## config.mk

```make
export PLATFORM = sky130hd
export DESIGN_NAME = iwd_decoder
export DESIGN_NICKNAME = d
export VERILOG_FILES = /design/src/rtl/iwd_phase_gen.v /design/src/rtl/iwd_decoder.v
export VERILOG_INCLUDE_DIRS = /design/src /design/src/common
export SDC_FILE = /design/constraint.sdc
export NUM_CORES = 1
export LEC_CHECK = 0
export BUFFER_PORTS_ARGS = -buffer_cell sky130_fd_sc_hd__buf_2
export CORE_UTILIZATION = 35
export DETAILED_ROUTE_END_ITERATION = 12
export GPL_ROUTABILITY_DRIVEN = 0
export GPL_TIMING_DRIVEN = 0
export PLACE_DENSITY_LB_ADDON = 0.2
export SLEW_MARGIN = 25
export SYNTH_ARGS = -nofsm -noshare
export SYNTH_HDL_FRONTEND = slang
export SYNTH_SLANG_ARGS = --single-unit
```

## constraint.sdc

```tcl
create_clock -name clk_sys -period 5.2 [get_ports clk_sys]
set_clock_uncertainty 0.05 [all_clocks]
set_input_delay 0.78 -clock clk_sys [delete_from_list [all_inputs] [get_ports clk_sys]]
set_output_delay 0.78 -clock clk_sys [all_outputs]
set_load 0.005 [all_outputs]
```

## src/common/iwd_defs.vh

```
// Field positions, class codes, operation codes and timing counts of the instruction decoder
`ifndef IWD_DEFS_VH
`define IWD_DEFS_VH
`define IWD_INSTR_W       14
`define IWD_CLASS_HI      13
`define IWD_CLASS_LO      12
`define IWD_CLASS_BYTE    2'h0
`define IWD_CLASS_BIT     2'h1
`define IWD_CLASS_JUMP    2'h2
`define IWD_CLASS_LIT     2'h3
`define IWD_DEST_BIT      7
`define IWD_FILE_HI       6
`define IWD_FILE_LO       0
`define IWD_BSEL_HI       9
`define IWD_BSEL_LO       7
`define IWD_K8_HI         7
`define IWD_K11_HI        10
`define IWD_OPS_HI        11
`define IWD_OPS_LO        8
`define IWD_JUMP_GOTO     11
`define IWD_FILE_MAX      7'h7f
`define IWD_PHASES        4
`define IWD_PHASE_W       2
`define IWD_PH_READ       2'h1
`define IWD_PH_EXEC       2'h2
`define IWD_PH_WRITE      2'h3
`define IWD_TCNT_ADDR     7'h01
`define IWD_PORT_A_ADDR   7'h05
`define IWD_PORT_B_ADDR   7'h06
`define IWD_PORT_C_ADDR   7'h07
// Operation codes presented to the datapath
`define IWD_OP_NOP        5'h00
`define IWD_OP_MOVWF      5'h01
`define IWD_OP_CLR        5'h02
`define IWD_OP_SUBWF      5'h03
`define IWD_OP_DECF       5'h04
`define IWD_OP_IORWF      5'h05
`define IWD_OP_ANDWF      5'h06
`define IWD_OP_XORWF      5'h07
`define IWD_OP_ADDWF      5'h08
`define IWD_OP_MOVF       5'h09
`define IWD_OP_COMF       5'h0a
`define IWD_OP_INCF       5'h0b
`define IWD_OP_DECFSZ     5'h0c
`define IWD_OP_RRF        5'h0d
`define IWD_OP_RLF        5'h0e
`define IWD_OP_SWAPF      5'h0f
`define IWD_OP_INCFSZ     5'h10
`define IWD_OP_BCF        5'h11
`define IWD_OP_BSF        5'h12
`define IWD_OP_BTFSC      5'h13
`define IWD_OP_BTFSS      5'h14
`define IWD_OP_CALL       5'h15
`define IWD_OP_GOTO       5'h16
`define IWD_OP_MOVLW      5'h17
`define IWD_OP_RETLW      5'h18
`define IWD_OP_IORLW      5'h19
`define IWD_OP_ANDLW      5'h1a
`define IWD_OP_XORLW      5'h1b
`define IWD_OP_SUBLW      5'h1c
`define IWD_OP_ADDLW      5'h1d
`define IWD_OP_RETURN     5'h1e
`define IWD_OP_RETFIE     5'h1f
`define IWD_OP_CLRWDT     5'h01
`define IWD_OP_SLEEP      5'h02
`endif

```

## src/rtl/iwd_phase_gen.v

```verilog
// Four-phase instruction cycle sequencer driven by clock enable
`timescale 1ns/1ns
`include "iwd_defs.vh"
module iwd_phase_gen
(
   input  wire       clk_sys,    // System clock
   input  wire       rst_n,      // Synchronised reset, active low
   input  wire       osc_en,     // One-cycle oscillator period enable
   output reg  [1:0] phase_r,    // Current phase, 0..3
   output wire       cyc_start   // Pulse: last phase of a cycle, on the edge into phase 0
);
   wire [1:0] phase_nxt;

   assign phase_nxt = (phase_r == (`IWD_PHASES - 1)) ? 2'h0 : phase_r + 2'h1;
   assign cyc_start = osc_en & (phase_r == (`IWD_PHASES - 1));

   always @(posedge clk_sys or negedge rst_n)
   begin
      if (!rst_n)
         phase_r <= 2'h0;
      else if (osc_en)
         phase_r <= phase_nxt;  // [RULE7]
   end
endmodule // iwd_phase_gen

```

## src/rtl/iwd_decoder.v

```verilog
// Instruction word decoder and cycle timer for the 8-bit core
//
// Notes on behaviour
// [RULE1] Each instruction is one 14-bit word: opcode plus operand fields.
// [RULE2] Every word falls into byte, bit, or literal/control class.
// [RULE3] Destination 0 writes working register, 1 writes back to file register.
// [RULE4] File address operand spans registers 0x00 to 0x7F.
// [RULE5] Bit select picks one of eight bits of the file register.
// [RULE6] Literal operand is 8 or 11 bits depending on instruction.
// [RULE7] An instruction cycle is four oscillator periods, phased accordingly.
// [RULE8] One cycle, or two with a no-op second when program counter changes.
// [RULE9] Named file register is always read, modified, then stored. The code stores it only when writes_file is set.
// [RULE10] Don't-care opcode bits do not change the decoded operation.
// [RULE11] Port registers modified from themselves read pin levels, not latches.
// [RULE12] Writing the timer-zero register clears its prescaler when assigned.
// [RULE13] Top two bits choose the class before further decoding.
`timescale 1ns/1ns
`include "iwd_defs.vh"
module iwd_decoder
(
   input  wire        clk_sys,        // System clock, 125 MHz
   input  wire        resetn,         // Asynchronous reset, active low
   input  wire        osc_en,         // Oscillator period enable pulse
   input  wire [13:0] instr_word,     // Fetched instruction word
   input  wire        skip_true,      // Datapath: conditional test true
   input  wire        psa_to_wdt,     // Prescaler assigned to watchdog
   output reg  [1:0]  instr_class_r,  // Decoded class
   output reg  [4:0]  op_code_r,      // Decoded operation
   output reg  [6:0]  file_addr_r,    // File register address
   output reg  [2:0]  bit_sel_r,      // Bit position
   output reg  [7:0]  bit_mask_r,     // One-hot bit mask
   output reg  [10:0] literal_r,      // Literal operand, zero-extended
   output reg         lit_wide_r,     // Literal is 11 bits
   output reg         dest_file_r,    // Result goes to file register
   output reg         dest_w_r,       // Result goes to working register
   output reg         file_rd_r,      // Read strobe for file register
   output reg         file_wr_r,      // Write strobe for file register
   output reg         read_pins_r,    // Read samples pin levels
   output reg         prescale_clr_r, // Clear timer-zero prescaler
   output reg         pc_load_r,      // Program counter takes a new value
   output reg         stall_nop_r,    // Second cycle executing as no-op
   output reg         fetch_en,       // New word taken this cycle start
   output wire [1:0]  phase,          // Current phase within cycle
   output reg         illegal_r       // Unassigned encoding seen
);
   reg         rst_meta_r;
   reg         rst_sync_r;
   wire        rst_n;
   wire [1:0]  phase_w;
   wire        cyc_start;
   reg  [13:0] ir_r;
   reg         two_cyc_r;
   reg  [1:0]  cls;
   reg  [4:0]  op;
   reg         uses_file;
   reg         writes_file;
   reg         writes_w;
   reg         changes_pc;
   reg         cond;
   reg         wide;
   reg         bad;
   reg         misc_clrwdt;
   reg         misc_sleep;

   always @(posedge clk_sys or negedge resetn)
   begin
      if (!resetn)
      begin
         rst_meta_r <= 1'b0;
         rst_sync_r <= 1'b0;
      end
      else
      begin
         rst_meta_r <= 1'b1;
         rst_sync_r <= rst_meta_r;
      end
   end
   assign rst_n = rst_sync_r;

   iwd_phase_gen u_phase
   (
      .clk_sys   (clk_sys),
      .rst_n     (rst_n),
      .osc_en    (osc_en),
      .phase_r   (phase_w),
      .cyc_start (cyc_start)
   );
   assign phase = phase_w;

   // Port registers must read pins so outputs driven low externally are seen
   function is_port;
      input [6:0] a;
      begin
         is_port = (a == `IWD_PORT_A_ADDR) | (a == `IWD_PORT_B_ADDR) |
                   (a == `IWD_PORT_C_ADDR);
      end
   endfunction

   // Byte-class operation from the four-bit opcode field
   function [4:0] byte_op;
      input [3:0] f;
      begin
         case (f)
            4'h7:    byte_op = `IWD_OP_ADDWF;
            4'h5:    byte_op = `IWD_OP_ANDWF;
            4'h1:    byte_op = `IWD_OP_CLR;
            4'h9:    byte_op = `IWD_OP_COMF;
            4'h3:    byte_op = `IWD_OP_DECF;
            4'hb:    byte_op = `IWD_OP_DECFSZ;
            4'ha:    byte_op = `IWD_OP_INCF;
            4'hf:    byte_op = `IWD_OP_INCFSZ;
            4'h4:    byte_op = `IWD_OP_IORWF;
            4'h8:    byte_op = `IWD_OP_MOVF;
            4'hd:    byte_op = `IWD_OP_RLF;
            4'hc:    byte_op = `IWD_OP_RRF;
            4'h2:    byte_op = `IWD_OP_SUBWF;
            4'he:    byte_op = `IWD_OP_SWAPF;
            4'h6:    byte_op = `IWD_OP_XORWF;
            default: byte_op = `IWD_OP_MOVWF;
         endcase
      end
   endfunction

   always @*
   begin
      cls         = ir_r[`IWD_CLASS_HI:`IWD_CLASS_LO];  // [RULE13] [RULE2]
      op          = `IWD_OP_NOP;
      uses_file   = 1'b0;
      writes_file = 1'b0;
      writes_w    = 1'b0;
      changes_pc  = 1'b0;
      cond        = 1'b0;
      wide        = 1'b0;
      bad         = 1'b0;
      misc_clrwdt = 1'b0;
      misc_sleep  = 1'b0;
      case (cls)
         `IWD_CLASS_BYTE:
         begin
            if (ir_r[`IWD_OPS_HI:`IWD_OPS_LO] == 4'h0)
            begin
               if (ir_r[`IWD_DEST_BIT])
               begin
                  op          = `IWD_OP_MOVWF;
                  uses_file   = 1'b1;
                  writes_file = 1'b1;
               end
               else if (ir_r[6:0] == 7'h08)
               begin
                  op         = `IWD_OP_RETURN;
                  changes_pc = 1'b1;
               end
               else if (ir_r[6:0] == 7'h09)
               begin
                  op         = `IWD_OP_RETFIE;
                  changes_pc = 1'b1;
               end
               else if (ir_r[6:0] == 7'h64)
                  misc_clrwdt = 1'b1;
               else if (ir_r[6:0] == 7'h63)
                  misc_sleep = 1'b1;
               else if (ir_r[4:0] == 5'h00)
                  op = `IWD_OP_NOP;        // Bits 6:5 ignored [RULE10]
               else
                  bad = 1'b1;
            end
            else if ((ir_r[`IWD_OPS_HI:`IWD_OPS_LO] == 4'h1) && !ir_r[`IWD_DEST_BIT])
            begin
               op       = `IWD_OP_CLR;     // Clear W, low bits ignored [RULE10]
               writes_w = 1'b1;
            end
            else
            begin
               op          = byte_op(ir_r[`IWD_OPS_HI:`IWD_OPS_LO]);
               uses_file   = 1'b1;
               writes_file = ir_r[`IWD_DEST_BIT];   // [RULE3]
               writes_w    = ~ir_r[`IWD_DEST_BIT];  // [RULE3]
               cond        = (op == `IWD_OP_DECFSZ) | (op == `IWD_OP_INCFSZ);
            end
         end
         `IWD_CLASS_BIT:
         begin
            uses_file = 1'b1;
            case (ir_r[11:10])
               2'h0:    op = `IWD_OP_BCF;
               2'h1:    op = `IWD_OP_BSF;
               2'h2:    op = `IWD_OP_BTFSC;
               default: op = `IWD_OP_BTFSS;
            endcase
            writes_file = ~ir_r[11];
            cond        = ir_r[11];
         end
         `IWD_CLASS_JUMP:
         begin
            op         = ir_r[`IWD_JUMP_GOTO] ? `IWD_OP_GOTO : `IWD_OP_CALL;
            wide       = 1'b1;                      // [RULE6]
            changes_pc = 1'b1;
         end
         default:
         begin
            writes_w = 1'b1;
            casez (ir_r[11:8])
               4'b00??: op = `IWD_OP_MOVLW;         // [RULE10]
               4'b01??:
               begin
                  op         = `IWD_OP_RETLW;
                  changes_pc = 1'b1;
               end
               4'b1000: op = `IWD_OP_IORLW;
               4'b1001: op = `IWD_OP_ANDLW;
               4'b1010: op = `IWD_OP_XORLW;
               4'b110?: op = `IWD_OP_SUBLW;
               4'b111?: op = `IWD_OP_ADDLW;
               default:
               begin
                  writes_w = 1'b0;
                  bad      = 1'b1;
               end
            endcase
         end
      endcase
   end

   always @(posedge clk_sys or negedge rst_n)
   begin
      if (!rst_n)
      begin
         ir_r           <= 14'h0000;
         two_cyc_r      <= 1'b0;
         fetch_en       <= 1'b0;
         instr_class_r  <= 2'h0;
         op_code_r      <= 5'h00;
         file_addr_r    <= 7'h00;
         bit_sel_r      <= 3'h0;
         bit_mask_r     <= 8'h00;
         literal_r      <= 11'h000;
         lit_wide_r     <= 1'b0;
         dest_file_r    <= 1'b0;
         dest_w_r       <= 1'b0;
         file_rd_r      <= 1'b0;
         file_wr_r      <= 1'b0;
         read_pins_r    <= 1'b0;
         prescale_clr_r <= 1'b0;
         pc_load_r      <= 1'b0;
         stall_nop_r    <= 1'b0;
         illegal_r      <= 1'b0;
      end
      else
      begin
         fetch_en       <= 1'b0;
         file_rd_r      <= 1'b0;
         file_wr_r      <= 1'b0;
         prescale_clr_r <= 1'b0;
         pc_load_r      <= 1'b0;
         if (cyc_start)
         begin
            // Second cycle of a flow change runs as a no-op; no word is taken, so the offered one stays
            if (two_cyc_r)
            begin
               ir_r        <= 14'h0000;                         // [RULE8]
               two_cyc_r   <= 1'b0;
               stall_nop_r <= 1'b1;
            end
            else
            begin
               ir_r        <= instr_word;                       // [RULE1]
               fetch_en    <= 1'b1;
               stall_nop_r <= 1'b0;
            end
         end
         if (osc_en)  // Not an else: WRITE strobes share the edge that takes the next word
         begin
            case (phase_w)
               `IWD_PH_READ:
               begin
                  instr_class_r <= cls;
                  op_code_r     <= misc_clrwdt ? `IWD_OP_CLRWDT :
                                   (misc_sleep ? `IWD_OP_SLEEP : op);
                  file_addr_r   <= ir_r[`IWD_FILE_HI:`IWD_FILE_LO] & `IWD_FILE_MAX; // [RULE4]
                  bit_sel_r     <= ir_r[`IWD_BSEL_HI:`IWD_BSEL_LO];   // [RULE5]
                  bit_mask_r    <= 8'h01 << ir_r[`IWD_BSEL_HI:`IWD_BSEL_LO]; // [RULE5]
                  literal_r     <= wide ? ir_r[`IWD_K11_HI:0] :
                                   {3'h0, ir_r[`IWD_K8_HI:0]};  // [RULE6]
                  lit_wide_r    <= wide;
                  dest_file_r   <= writes_file;                 // [RULE3]
                  dest_w_r      <= writes_w;
                  illegal_r     <= bad;
                  file_rd_r     <= uses_file;                   // Even for write-only [RULE9]
                  read_pins_r   <= uses_file &
                                   is_port(ir_r[`IWD_FILE_HI:`IWD_FILE_LO]); // [RULE11]
               end
               `IWD_PH_EXEC:
               begin
                  // Unconditional flow change or true test takes a second cycle
                  if (changes_pc | (cond & skip_true))
                  begin
                     two_cyc_r <= 1'b1;                         // [RULE8]
                     pc_load_r <= changes_pc;
                  end
               end
               `IWD_PH_WRITE:
               begin
                  file_wr_r      <= writes_file;                // [RULE9]
                  prescale_clr_r <= writes_file & ~psa_to_wdt &
                                    (ir_r[`IWD_FILE_HI:`IWD_FILE_LO] == `IWD_TCNT_ADDR); // [RULE12]
               end
               default:
               begin
                  file_rd_r <= 1'b0;
               end
            endcase
         end
      end
   end
endmodule // iwd_decoder

```

==> qor.yml <==
run_status:
  status: "finished, final reports clean"
min_path:
  hold_class: "in2async"
layout:
  fillCellCount: 830
  drive_gt1_frac: 0.276
  design_area_um2: 3690
  syn2layout_area_growth_pct: 23.9
  final_common_cell: "buf_2"
  final_cell_mix: "buf_2 (70), dfrtp_1 (57), nand2_1 (43), o21ai_0 (29), ha_1 (16)"
  stdcell_count: 489
  diodes: 0
  nets: 414
die:
  initial_core_util: 0.362
  die_h_um: 94.2
  coreArea_um2: 8220
  die_x_um: 94.2
  fp-row-count: 33
  die_area_um2: 8880
  num_io_pins: 68
setup_path:
  path_buf_inv: 3
  cp-end-kind: "flop"
  cp_max_fo: 8
  startpoint_type: "flop"
  critPathTopFamily: "buffers and inverters"
  cp_slowest_cell: "clkbuf_1"
  arrival_ns: 2.68
  slowest_delay_ns: 0.41
  critical_path_class: "reg2reg"
  worstPathRequired_ns: 5.37
  crit_chain: "clkbuf_1 > inv_1 > ha_1 > buf_2 > nand4b_4 > nor2_1 > or3_1 > a32o_1"
place:
  io_buffers: 66
  post-place-ws_ns: 2.74
  placed_area_um2: 3460
  post-place-cells: 473
  hpwl_mm: 5.47
power_and_ir_drop:
  leakage_nw: 1.86
  max-vdd-ir-drop_uv: 205
  clkPwrFrac: 0.202
  p_int_mw: 1.37
  power.density_nw_per_um2: 623
  switchingPower_mw: 0.928
  p_comb_frac: 0.449
  pwr-share-seq: 0.348
  switching_share: 0.404
sta:
  setup_slack_ns: 2.69
  layout_min_cycle_time_ns: 2.51
  setup_viol: 0
  hold_viol_final: 0
  min_period_over_period: 0.482
  finalSetupTns_ns: 0
  finalMaxSlewViolations: 0
  rsz0062_at_grt: "no"
  max_freq_ghz: 0.399
synth:
  syn_nets: 336
  ys_seq_elements: 58
  synthFlopType: "dfrtp_1"
  synth_area_um2: 2980
  synth_warnings: 0
  syn_inst: 301
  ys_seq_area_frac: 0.488
  avgSynthCellArea_um2: 9.89
  async_reset_ff_frac: 1.00
  yosysUniqueCellTypes: 47
  synth_edf_count: 0
clocking:
  cts_buffers: 9
  root_buffer: "clkbuf_8"
  cts.sinks: 58
  cts_setup_buffers: 0
  clk_pin_slew_ns: 0.07
  cts_tree: "built"
  post_cts_resize_count: 0
  htreeDepth: 3
  insertion_delay_ns: 0.34
  hold_buffers: 0
  cts.path.max_buffers: 2
global_routing:
  grt_max_degree: 31
  grt_pass1_wl_mm: 12.2
  antenna_found_initial: 0
  grt.overflow.total: 0
  track_usage: 0.184
  first_global_vias: 2340
route:
  post_drt_wl_per_cell_um: 15.4
  via_per_inst: 5.18
  antenna_left: 0
  wl_mm: 7.51
  first_pass_iters: 5
  vias: 2532
  route.detailed.drc: 0
  drt_iter0_markers: 232
flow_run:
  drv_cap: 0
==> cell usage after synthesis (all sizes together) (5+ instances only) <==
master / number / share of area
dfrtp: 58 / 0.49
nand2: 44 / 0.056
o21ai: 32 / 0.054
ha: 16 / 0.067
nand2b: 15 / 0.032
buf: 14 / 0.032
a21oi: 13 / 0.022
inv: 13 / 0.016
clkbuf: 11 / 0.014
nor2: 10 / 0.013
mux2: 8 / 0.030
nor3: 7 / 0.013
nand3: 6 / 0.010
a22o: 5 / 0.015
a32o: 5 / 0.017
==> power by group through the flow <==
stage / clock network [mW] / registers, mW / logic, mW
2_1_floorplan: 0 / 0.782 / 0.678
6_report: 0.464 / 0.800 / 1.03
3_3_place_gp: 0 / 0.807 / 1.01
3_5_place_dp: 0 / 0.812 / 1.02
4_1_cts: 0.477 / 0.804 / 1.03
5_1_grt: 0.500 / 0.832 / 1.16
==> layout make-up <==
cell class,count,area (um2),share of cell area
Sequential cell,58,1460,0.395
Timing Repair Buffer,67,350,0.0950
Inverter,13,48.8,0.0132
Tap cell,105,131,0.0356
Clock buffer,15,196,0.0533
Buffer,25,136,0.0370
Multi-Input combinational cell,205,1340,0.363
Clock inverter,1,30.0,0.00814
==> state kept, by name, summed over array words and instances (netlist names), 2 cells and up <==
| register | flops |
|---|---|
| literal_r | 4 |
| bit_mask_r | 8 |
| file_addr_r | 6 |
| bit_sel_r | 3 |
| instr_class_r | 2 |
| u_phase.phase_r | 2 |
| ir_r | 14 |
| op_code_r | 5 |
==> per-stage QoR <==
stage               utilization  power, mW  hold WS (ns)
floorplan                     -       1.46         0.281
global placement          0.418       1.82         0.286
global route              0.449       2.49         0.144
finish                    0.449       2.30         0.164
detailed placement        0.421       1.84         0.215
CTS                       0.449       2.31         0.151
==> metal layers <==
metal	track usage	share of wire
met1	0.267	0.48
met2	0.257	0.44
met3	0.0445	0.058
met4	0.0795	0.022
met5	0	0
==> path summary, 6_finish.rpt <==
check	endpoint	slack (ns)	cells past startpoint	from
min reg2reg	fetch_en$_DFF_PN0_	0.20	0	rst_n$_DFF_PN0_
max in group asynchronous	op_code_r[4]$_DFFE_PN0P_	4.41	1	rst_n$_DFF_PN0_
max	op_code_r[3]$_DFFE_PN0P_	2.69	8	ir_r[8]$_DFFE_PN0P_
max reg2reg	op_code_r[3]$_DFFE_PN0P_	2.69	8	ir_r[8]$_DFFE_PN0P_
min in group clk_sys	rst_n$_DFF_PN0_	0.30	0	rst_meta_r$_DFF_PN0_
min	rst_n$_DFF_PN0_	0.16	1	resetn
==> worst register-to-register path: stages (launching register included) <==
cell	delay, ns
dfrtp_1	0.40
clkbuf_1	0.41
inv_1	0.26
ha_1	0.25
buf_2	0.18
nand4b_4	0.12
nor2_1	0.08
or3_1	0.38
a32o_1	0.27
==> logic make-up after synthesis <==
group | share of synthesized area
simple gates | 0.182
compound gates | 0.164
flops | 0.488
buf+inv | 0.0622
fa+ha+maj | 0.0673
mux | 0.0336
other cells | 0.00126
xor+xnor | 0.00294
(Power assumes the default switching activity.)
